**config.mk**
```make
export PLATFORM = sky130hd
export DESIGN_NAME = fault_capture
export DESIGN_NICKNAME = d
export VERILOG_FILES = /design/src/hdl/fault_capture_pkg.sv /design/src/hdl/fault_event_if.sv /design/src/hdl/fault_capture.sv /design/src/hdl/fault_event_decode.sv
export SDC_FILE = /design/constraint.sdc
export NUM_CORES = 1
export LEC_CHECK = 0
export BUFFER_PORTS_ARGS = -buffer_cell sky130_fd_sc_hd__buf_2
export CAP_MARGIN = 0
export CORE_MARGIN = 8
export CORE_UTILIZATION = 55
export CTS_BUF_LIST = sky130_fd_sc_hd__clkbuf_8
export DETAILED_ROUTE_END_ITERATION = 16
export HOLD_SLACK_MARGIN = 0.05
export PLACE_DENSITY = 0.82
export SETUP_SLACK_MARGIN = 0.02
export SLEW_MARGIN = 30
export SYNTH_ARGS = -nofsm -noshare
export SYNTH_HDL_FRONTEND = slang
export SYNTH_SLANG_ARGS = --single-unit
export TNS_END_PERCENT = 10
```
**constraint.sdc**
```tcl
create_clock -name I_CLK -period 5 [get_ports I_CLK]
set_input_delay 0.5 -clock I_CLK [delete_from_list [all_inputs] [get_ports I_CLK]]
set_output_delay 0.5 -clock I_CLK [all_outputs]
set_load 0.01 [all_outputs]
```
**src/hdl/fault_capture_pkg.sv**
```systemverilog
// Package for the fault status and fault address capture block.
// Assumes a single core clock and an APB slave with 32-bit data.
package fault_capture_pkg;
    // ---------------------------------------------------------------
    // Register byte offsets
    // ---------------------------------------------------------------
    localparam logic [7:0] COMBINED_FAULT_STATUS_OFS = 8'h28;
    localparam logic [7:0] HARD_FAULT_STATUS_OFS = 8'h2c;
    localparam logic [7:0] MEMORY_FAULT_ADDRESS_OFS = 8'h34;
    localparam logic [7:0] BUS_FAULT_ADDRESS_OFS = 8'h38;
    // ---------------------------------------------------------------
    // Field positions in the combined word
    // ---------------------------------------------------------------
    localparam int BUS_ADDR_VALID_BIT = 15;
    localparam int BUS_LAZY_FP_ERROR_BIT = 13;
    localparam int BUS_STACKING_ERROR_BIT = 12;
    localparam int BUS_UNSTACKING_ERROR_BIT = 11;
    localparam int ASYNC_DATA_BUS_ERROR_BIT = 10;
    localparam int SYNC_DATA_BUS_ERROR_BIT = 9;
    localparam int FETCH_BUS_ERROR_BIT = 8;
    localparam int MEM_ADDR_VALID_BIT = 7;
    localparam int MEM_LAZY_FP_ERROR_BIT = 5;
    localparam int MEM_STACKING_VIOLATION_BIT = 4;
    localparam int MEM_UNSTACKING_VIOLATION_BIT = 3;
    localparam int DATA_VIOLATION_BIT = 1;
    localparam int INSTRUCTION_VIOLATION_BIT = 0;
    localparam int BUS_STATUS_LSB = 8;
    localparam int MEM_STATUS_LSB = 0;
    // Hard fault status fields
    localparam int DEBUG_RESERVED_FLAG_BIT = 31;
    localparam int FORCED_BIT = 30;
    localparam int VECTOR_READ_FAULT_BIT = 1;
    // ---------------------------------------------------------------
    // Reset values and masks
    // ---------------------------------------------------------------
    localparam logic [7:0] BUS_STATUS_RESET = 8'h00;
    localparam logic [7:0] MEM_STATUS_RESET = 8'h00;
    localparam logic [31:0] HARD_FAULT_STATUS_RESET = 32'h00000000;
    localparam logic [31:0] ADDRESS_RESET = 32'h00000000;
    localparam logic [7:0] BUS_STATUS_MASK = 8'hbf;
    localparam logic [7:0] MEM_STATUS_MASK = 8'hbb;
    localparam logic [31:0] HARD_FAULT_STATUS_MASK = 32'hc0000002;
    // ---------------------------------------------------------------
    // Fault event kinds reported by the core
    // ---------------------------------------------------------------
    typedef enum logic [3:0] {
        EV_NONE,
        EV_BUS_LAZY_FP,
        EV_BUS_STACKING,
        EV_BUS_UNSTACKING,
        EV_ASYNC_DATA_BUS,
        EV_SYNC_DATA_BUS,
        EV_FETCH_BUS,
        EV_MEM_LAZY_FP,
        EV_MEM_STACKING,
        EV_MEM_UNSTACKING,
        EV_DATA_VIOLATION,
        EV_INSTRUCTION_VIOLATION,
        EV_VECTOR_READ
    } fault_kind_t;
endpackage : fault_capture_pkg

```
**src/hdl/fault_event_if.sv**
```systemverilog
// Interface carrying one decoded fault event to the status unit.
// Assumes the decoder and the register file share the core clock.
`timescale 1ns/10ps
`default_nettype none
interface fault_event_if;
    logic valid;
    fault_capture_pkg::fault_kind_t kind;
    logic [31:0] addr;
    logic forced;
    modport src (output valid, output kind, output addr, output forced);
    modport dst (input valid, input kind, input addr, input forced);
endinterface : fault_event_if
`default_nettype wire

```
**src/hdl/fault_capture.sv**
```systemverilog
// Fault status and fault address capture registers with an APB slave.
// Assumes the core reports faults as a one-cycle valid with kind, address
// and an escalation flag, all on I_CLK.
//
// Behaviour
// - bus fault with known address sets bus_addr_valid
// - later data violation clears bus_addr_valid
// - software may write bus_addr_valid to zero
// - bus fault in lazy FP sets bit 13
// - stacking bus fault sets bit 12, no address
// - unstacking bus fault sets bit 11, no address
// - imprecise bus error sets bit 10, no address
// - imprecise and precise flags both stay set
// - precise bus error sets bit 9, captures address
// - fetch bus error sets bit 8 on issue
// - mem_addr_valid only while address valid, writable zero
// - memory fault in lazy FP sets bit 5
// - stacking violation sets bit 4, no address
// - unstacking violation sets bit 3, no address
// - data violation sets bit 1, captures address
// - never-execute fetch sets instruction_violation, no address
// - hard fault status is write one to clear
// - escalation sets forced bit 30
// - vector read bus fault sets bit 1
// - memory address holds actual faulting address
// - bus address holds requested address
// - bus byte 15:8, memory byte 7:0 at 0x28
//
// Added by the designer: the APB register port.
`timescale 1ns/10ps
`default_nettype none
module fault_capture (
    input wire logic I_CLK,
    input wire logic I_ARST_N,
    // APB slave
    input wire logic I_PSEL,
    input wire logic I_PENABLE,
    input wire logic I_PWRITE,
    input wire logic [7:0] I_PADDR,
    input wire logic [31:0] I_PWDATA,
    input wire logic [3:0] I_PSTRB,
    output logic [31:0] O_PRDATA,
    output logic O_PREADY,
    output logic O_PSLVERR,
    // Fault report from the core
    input wire logic I_FAULT_VALID,
    input wire fault_capture_pkg::fault_kind_t I_FAULT_KIND,
    input wire logic [31:0] I_FAULT_ADDR,
    input wire logic I_FAULT_ESCALATED,
    // Status levels toward the core
    output logic O_BUS_ADDR_VALID,
    output logic O_MEM_ADDR_VALID,
    output logic O_FORCED
);
    import fault_capture_pkg::*;

    fault_event_if ev ();

    logic [7:0] bus_fault_status;
    logic [7:0] memory_fault_status;
    logic [31:0] hard_fault_status;
    logic [31:0] memory_fault_address;
    logic [31:0] bus_fault_address;
    logic access;
    logic wr;
    logic [7:0] next_bus_status;
    logic [7:0] next_mem_status;
    logic [31:0] next_hard_status;
    logic [31:0] rdata;
    logic mapped;

    // ---------------------------------------------------------------
    // Event registration
    // ---------------------------------------------------------------
    fault_event_decode u_decode (
        .i_clk(I_CLK),
        .i_arst_n(I_ARST_N),
        .i_valid(I_FAULT_VALID),
        .i_kind(I_FAULT_KIND),
        .i_addr(I_FAULT_ADDR),
        .i_escalated(I_FAULT_ESCALATED),
        .ev(ev)
    );

    // ---------------------------------------------------------------
    // APB decode
    // ---------------------------------------------------------------
    // Zero wait states: every access completes in its first access cycle
    assign access = I_PSEL && I_PENABLE;
    assign wr = access && I_PWRITE;
    assign mapped = (I_PADDR == COMBINED_FAULT_STATUS_OFS) || (I_PADDR == HARD_FAULT_STATUS_OFS)
        || (I_PADDR == MEMORY_FAULT_ADDRESS_OFS) || (I_PADDR == BUS_FAULT_ADDRESS_OFS);

    // ---------------------------------------------------------------
    // Combined status next value
    // ---------------------------------------------------------------
    // Software write first, then hardware events on top so a set in the
    // clearing cycle is never lost
    always_comb begin
        next_bus_status = bus_fault_status;
        next_mem_status = memory_fault_status;
        if (wr && I_PADDR == COMBINED_FAULT_STATUS_OFS) begin
            // Status bits are written directly; byte strobes select the half
            if (I_PSTRB[1]) begin
                next_bus_status = I_PWDATA[15:8] & BUS_STATUS_MASK;
            end
            if (I_PSTRB[0]) begin
                next_mem_status = I_PWDATA[7:0] & MEM_STATUS_MASK;
            end
        end
        if (ev.valid) begin
            unique case (ev.kind)
                EV_BUS_LAZY_FP: next_bus_status[BUS_LAZY_FP_ERROR_BIT - BUS_STATUS_LSB] = 1'b1;
                EV_BUS_STACKING: next_bus_status[BUS_STACKING_ERROR_BIT - BUS_STATUS_LSB] = 1'b1;
                EV_BUS_UNSTACKING: next_bus_status[BUS_UNSTACKING_ERROR_BIT - BUS_STATUS_LSB] = 1'b1;
                // Other flags are untouched, so imprecise and precise coexist
                EV_ASYNC_DATA_BUS: next_bus_status[ASYNC_DATA_BUS_ERROR_BIT - BUS_STATUS_LSB] = 1'b1;
                EV_SYNC_DATA_BUS: begin
                    next_bus_status[SYNC_DATA_BUS_ERROR_BIT - BUS_STATUS_LSB] = 1'b1;
                    next_bus_status[BUS_ADDR_VALID_BIT - BUS_STATUS_LSB] = 1'b1;
                end
                EV_FETCH_BUS: next_bus_status[FETCH_BUS_ERROR_BIT - BUS_STATUS_LSB] = 1'b1;
                EV_MEM_LAZY_FP: next_mem_status[MEM_LAZY_FP_ERROR_BIT - MEM_STATUS_LSB] = 1'b1;
                EV_MEM_STACKING: next_mem_status[MEM_STACKING_VIOLATION_BIT - MEM_STATUS_LSB] = 1'b1;
                EV_MEM_UNSTACKING: next_mem_status[MEM_UNSTACKING_VIOLATION_BIT - MEM_STATUS_LSB] = 1'b1;
                EV_DATA_VIOLATION: begin
                    next_mem_status[DATA_VIOLATION_BIT - MEM_STATUS_LSB] = 1'b1;
                    next_mem_status[MEM_ADDR_VALID_BIT - MEM_STATUS_LSB] = 1'b1;
                    // Shared capture: the bus address is no longer trustworthy
                    next_bus_status[BUS_ADDR_VALID_BIT - BUS_STATUS_LSB] = 1'b0;
                end
                EV_INSTRUCTION_VIOLATION: begin
                    next_mem_status[INSTRUCTION_VIOLATION_BIT - MEM_STATUS_LSB] = 1'b1;
                end
                default: begin
                end
            endcase
        end
    end

    // ---------------------------------------------------------------
    // Hard fault status next value
    // ---------------------------------------------------------------
    always_comb begin
        next_hard_status = hard_fault_status;
        if (wr && I_PADDR == HARD_FAULT_STATUS_OFS) begin
            // Bit 31 is expected written as zero; a one only clears it
            next_hard_status = hard_fault_status & ~(I_PWDATA & HARD_FAULT_STATUS_MASK);
        end
        if (ev.forced) begin
            next_hard_status[FORCED_BIT] = 1'b1;
        end
        if (ev.valid && ev.kind == EV_VECTOR_READ) begin
            next_hard_status[VECTOR_READ_FAULT_BIT] = 1'b1;
        end
    end

    // ---------------------------------------------------------------
    // Status registers
    // ---------------------------------------------------------------
    always_ff @(posedge I_CLK or negedge I_ARST_N) begin
        if (!I_ARST_N) begin
            bus_fault_status <= BUS_STATUS_RESET;
            memory_fault_status <= MEM_STATUS_RESET;
            hard_fault_status <= HARD_FAULT_STATUS_RESET;
        end else begin
            bus_fault_status <= next_bus_status;
            memory_fault_status <= next_mem_status;
            hard_fault_status <= next_hard_status;
        end
    end

    // ---------------------------------------------------------------
    // Fault address registers
    // ---------------------------------------------------------------
    // Only precise data faults load an address; a capture beats a write
    always_ff @(posedge I_CLK or negedge I_ARST_N) begin
        if (!I_ARST_N) begin
            bus_fault_address <= ADDRESS_RESET;
        end else if (ev.valid && ev.kind == EV_SYNC_DATA_BUS) begin
            bus_fault_address <= ev.addr;
        end else if (wr && I_PADDR == BUS_FAULT_ADDRESS_OFS) begin
            bus_fault_address <= I_PWDATA;
        end
    end

    always_ff @(posedge I_CLK or negedge I_ARST_N) begin
        if (!I_ARST_N) begin
            memory_fault_address <= ADDRESS_RESET;
        end else if (ev.valid && ev.kind == EV_DATA_VIOLATION) begin
            memory_fault_address <= ev.addr;
        end else if (wr && I_PADDR == MEMORY_FAULT_ADDRESS_OFS) begin
            memory_fault_address <= I_PWDATA;
        end
    end

    // ---------------------------------------------------------------
    // Read mux
    // ---------------------------------------------------------------
    always_comb begin
        rdata = 32'h00000000;
        if (I_PADDR == COMBINED_FAULT_STATUS_OFS) begin
            rdata = {16'h0000, bus_fault_status, memory_fault_status};
        end else if (I_PADDR == HARD_FAULT_STATUS_OFS) begin
            rdata = hard_fault_status;
        end else if (I_PADDR == MEMORY_FAULT_ADDRESS_OFS) begin
            rdata = memory_fault_address;
        end else if (I_PADDR == BUS_FAULT_ADDRESS_OFS) begin
            rdata = bus_fault_address;
        end
    end

    // ---------------------------------------------------------------
    // APB outputs, registered
    // ---------------------------------------------------------------
    // Ready is raised in the setup cycle so the access ends in its first
    // access cycle while every output still comes from a flip-flop
    always_ff @(posedge I_CLK or negedge I_ARST_N) begin
        if (!I_ARST_N) begin
            O_PREADY <= 1'b0;
            O_PRDATA <= 32'h00000000;
            O_PSLVERR <= 1'b0;
        end else begin
            O_PREADY <= I_PSEL && !I_PENABLE;
            O_PRDATA <= (I_PSEL && !I_PENABLE && !I_PWRITE) ? rdata : 32'h00000000;
            O_PSLVERR <= I_PSEL && !I_PENABLE && !mapped;
        end
    end

    // Status levels mirror the registered flags one cycle later
    always_ff @(posedge I_CLK or negedge I_ARST_N) begin
        if (!I_ARST_N) begin
            O_BUS_ADDR_VALID <= 1'b0;
            O_MEM_ADDR_VALID <= 1'b0;
            O_FORCED <= 1'b0;
        end else begin
            O_BUS_ADDR_VALID <= bus_fault_status[BUS_ADDR_VALID_BIT - BUS_STATUS_LSB];
            O_MEM_ADDR_VALID <= memory_fault_status[MEM_ADDR_VALID_BIT - MEM_STATUS_LSB];
            O_FORCED <= hard_fault_status[FORCED_BIT];
        end
    end
endmodule : fault_capture
`default_nettype wire

```
**src/hdl/fault_event_decode.sv**
```systemverilog
// Decoder of the core's fault report into one registered event.
// Assumes the core reports at most one fault kind per cycle.
`timescale 1ns/10ps
`default_nettype none
module fault_event_decode (
    input wire logic i_clk,
    input wire logic i_arst_n,
    input wire logic i_valid,
    input wire fault_capture_pkg::fault_kind_t i_kind,
    input wire logic [31:0] i_addr,
    input wire logic i_escalated,
    fault_event_if.src ev
);
    import fault_capture_pkg::*;

    // ---------------------------------------------------------------
    // One stage of registering, so status updates are glitch free
    // ---------------------------------------------------------------
    always_ff @(posedge i_clk or negedge i_arst_n) begin
        if (!i_arst_n) begin
            ev.valid <= 1'b0;
            ev.kind <= EV_NONE;
            ev.addr <= 32'h00000000;
            ev.forced <= 1'b0;
        end else begin
            ev.valid <= i_valid && (i_kind != EV_NONE);
            ev.kind <= i_kind;
            ev.addr <= i_addr;
            ev.forced <= i_valid && i_escalated;
        end
    end
endmodule : fault_event_decode
`default_nettype wire

```
==> flow_summary.json <==
{
  "antenna_found_initial": 1,
  "seq_area_frac_synth_pct": 59.8,
  "worst_clock_skew_ns": 0.00992,
  "hold_viol": 0,
  "finalMaxSlewViolations": 0,
  "place_congestion": 0.765,
  "coreArea_mm2": 0.0115,
  "first_global_vias": 4846,
  "finalPower_uw": 2650,
  "cts_resized": 0,
  "dp.cells": 700,
  "rsz0062_at_grt": "no",
  "netlist.area_leader.share_pct": 59.8,
  "worstPathMaxFanout": 18,
  "path_cells": "buf_2, nor4_1, and3_1, a21o_1, buf_4, mux2_2",
  "cts_setup_buffers": 0,
  "layout_common_cells": "dfrtp_1, buf_2, mux2_2, mux2_1, a22oi_1",
  "place_hpwl_mm": 10.4,
  "routed_via_density": 5.82,
  "path_class": "in -> reg",
  "die_w_um": 125,
  "stdcell_count": 731,
  "status": "finished clean",
  "layout_commonest_cell": "dfrtp_1",
  "drive_gt1_share_pct": 39.8,
  "cts_root_buffer": "clkbuf_8",
  "multi_input_area_mm2": 0.00246,
  "grt_pass1_wl_mm": 24.5,
  "seq_area_mm2": 0.00388,
  "fin_setup_tns_ns": 0,
  "m1WireLength_mm": 6.07,
  "yosysWarnings": 0,
  "routed.top_layer": "met5",
  "gr-total-overflow": 0,
  "leakage_uw": 0.00344,
  "critPathBufInv": 2,
  "layout_worst_path_cycle_share_pct": 59.0,
  "crit_family": "simple AND/OR/NAND/NOR gates",
  "clock_sink_count": 155,
  "r2r_slack_ns": 2.60,
  "holdBufCountCts": 0,
  "drv_cap": 0,
  "synth_cells": 455,
  "synth-main-ff-cell": "dfrtp_1",
  "drtPass1Iterations": 4,
  "end_kind": "flip-flop",
  "htreeDepth": 4,
  "cp.required_ns": 5.34,
  "ys_top_cells_by_area": "dfrtp_1, mux2_2, mux2_1, a22oi_1, mux2i_1",
  "io_buffers": 121,
  "dieArea_mm2": 0.0155,
  "ys_ff_latch": 155,
  "ir_drop_mv": 0.300,
  "initial_core_util_pct": 56.5,
  "n_antenna_cell": 0,
  "dr_wl_met3_mm": 1.17,
  "avgSynthCellArea_um2": 14.2,
  "syn_area_mm2": 0.00648,
  "num_rows": 39,
  "clkLatencyLatePin_ns": 0.45,
  "fin_ws_ns": 2.05,
  "synth.distinct_cells": 40,
  "synth_edf_count": 0,
  "ios": 124,
  "cts_buffers": 17,
  "synth_nets": 542,
  "holdCritPathClass": "in -> async",
  "worst_slew_pin_slew_ns": 0.912,
  "max_freq_mhz": 339,
  "grt_max_degree": 98,
  "postRouteAntennaNets": 0,
  "fillers": 854,
  "avgRoutedWirePerCell_um": 20.9,
  "slew_headroom_pct": 39.2,
  "finalSetupViolCount": 0,
  "clock_path_buffers": 2,
  "crit_arrival_ns": 3.29,
  "cts.reportedPaths.clkPinSlew_ns": 0.07,
  "postRouteWirelength_mm": 15.3,
  "area_delta_synth_final_pct": 16.8,
  "drtIter0Drc": 282,
  "slowest_stage": "and3_1",
  "drcViolationCount": 0,
  "period_minus_slack_ns": 2.95,
  "crit_path_start_kind": "input pin",
  "dp_slack_ns": 1.54,
  "async_flop_share_pct": 100,
  "grt_usage_pct": 19.9,
  "die_y_um": 125,
  "synth_area_leader_cell": "dfrtp_1",
  "cpPeakStageDelay_ns": 0.77,
  "via_count": 4253,
  "nets": 663,
  "cellPowerDensity_mw_per_mm2": 350,
  "dr_wl_met2_mm": 7.80,
  "cts_tree": "done"
}
==> final cells by class <==
| cell class | instances | area share [%] |
|---|---|---|
| multi-input combinational | 272 | 32.5 |
| clock buffer | 20 | 3.64 |
| sequential | 155 | 51.2 |
| tap | 143 | 2.36 |
| timing repair buffer | 128 | 8.78 |
| clock inverter | 11 | 1.36 |
| inverter | 2 | 0.0992 |
==> synthesized netlist by cell type (4+ instances only) <==
cell type    n
dfrtp_1    155
mux2_2      67
mux2_1      59
a22oi_1     29
nor2_1      20
mux2i_1     16
o2bb2ai_1   13
clkbuf_1    11
o21ai_0     11
buf_2        7
nand2_1      6
a21oi_1      4
buf_6        4
nand2b_1     4
nand3_1      4
nand4_1      4
==> registers in the layout (all words and copies together), names as in the netlist, 3 cells and up <==
name,count
O_PRDATA,32
bus_fault_address,32
memory_fault_address,32
u_decode.ev.addr,32
bus_fault_status,7
memory_fault_status,6
u_decode.ev.kind,4
hard_fault_status,3
==> final timing paths <==
check	cells after the start	endpoint	from
worst max register to register	5	memory_fault_address[0]	u_decode.ev.kind[0]
worst max-delay path	6	memory_fault_address[0]	I_PADDR[1]
min in group I_CLK	1	u_decode.ev.addr[14]	I_FAULT_ADDR[14]
max in group asynchronous	2	bus_fault_address[20]	I_ARST_N
worst min-delay path	1	O_PRDATA[3]	I_ARST_N
worst min register to register	0	O_BUS_ADDR_VALID	bus_fault_status[7]
==> power by group <==
part | total [uW] | leakage, uW | internal, uW | switching, uW
clock | 908 | 0.000210 | 470 | 438
combinational | 260 | 0.00135 | 139 | 121
sequential | 1480 | 0.00188 | 1400 | 76.7
==> through the flow <==
| stage | util (%) | hold slack (ns) | instance area [um^2] |
|---|---|---|---|
| global placement | 62.7 | 0.385 | 7190 |
| detailed placement | 62.7 | 0.394 | 7190 |
| CTS | 66.0 | 0.114 | 7570 |
| finish | 66.0 | 0.100 | 7570 |
| global route | 66.0 | 0.115 | 7570 |
| floorplan | - | 0.204 | 6480 |
==> cells by family (layout without fill, tap and decap cells) <==
group                     after synthesis  in the layout  synth area share, %
AOI/OAI and AO/OA                      68             68                 7.66
xor gates and xnor gates                1              1                0.135
buffers and inverters                  28            161                 2.39
DFF                                   155            155                 59.8
muxes                                 142            142                 24.4
and+or+nand+nor                        61             61                 5.60
==> metal layers <==
metal  vias up  global-route usage (%)
met4         2                    7.87
met2       151                    34.1
met5         -                       0
li1       1899                       -
met1      2176                    22.1
met3        25                    7.28
Power figures use the tool's default switching activity.
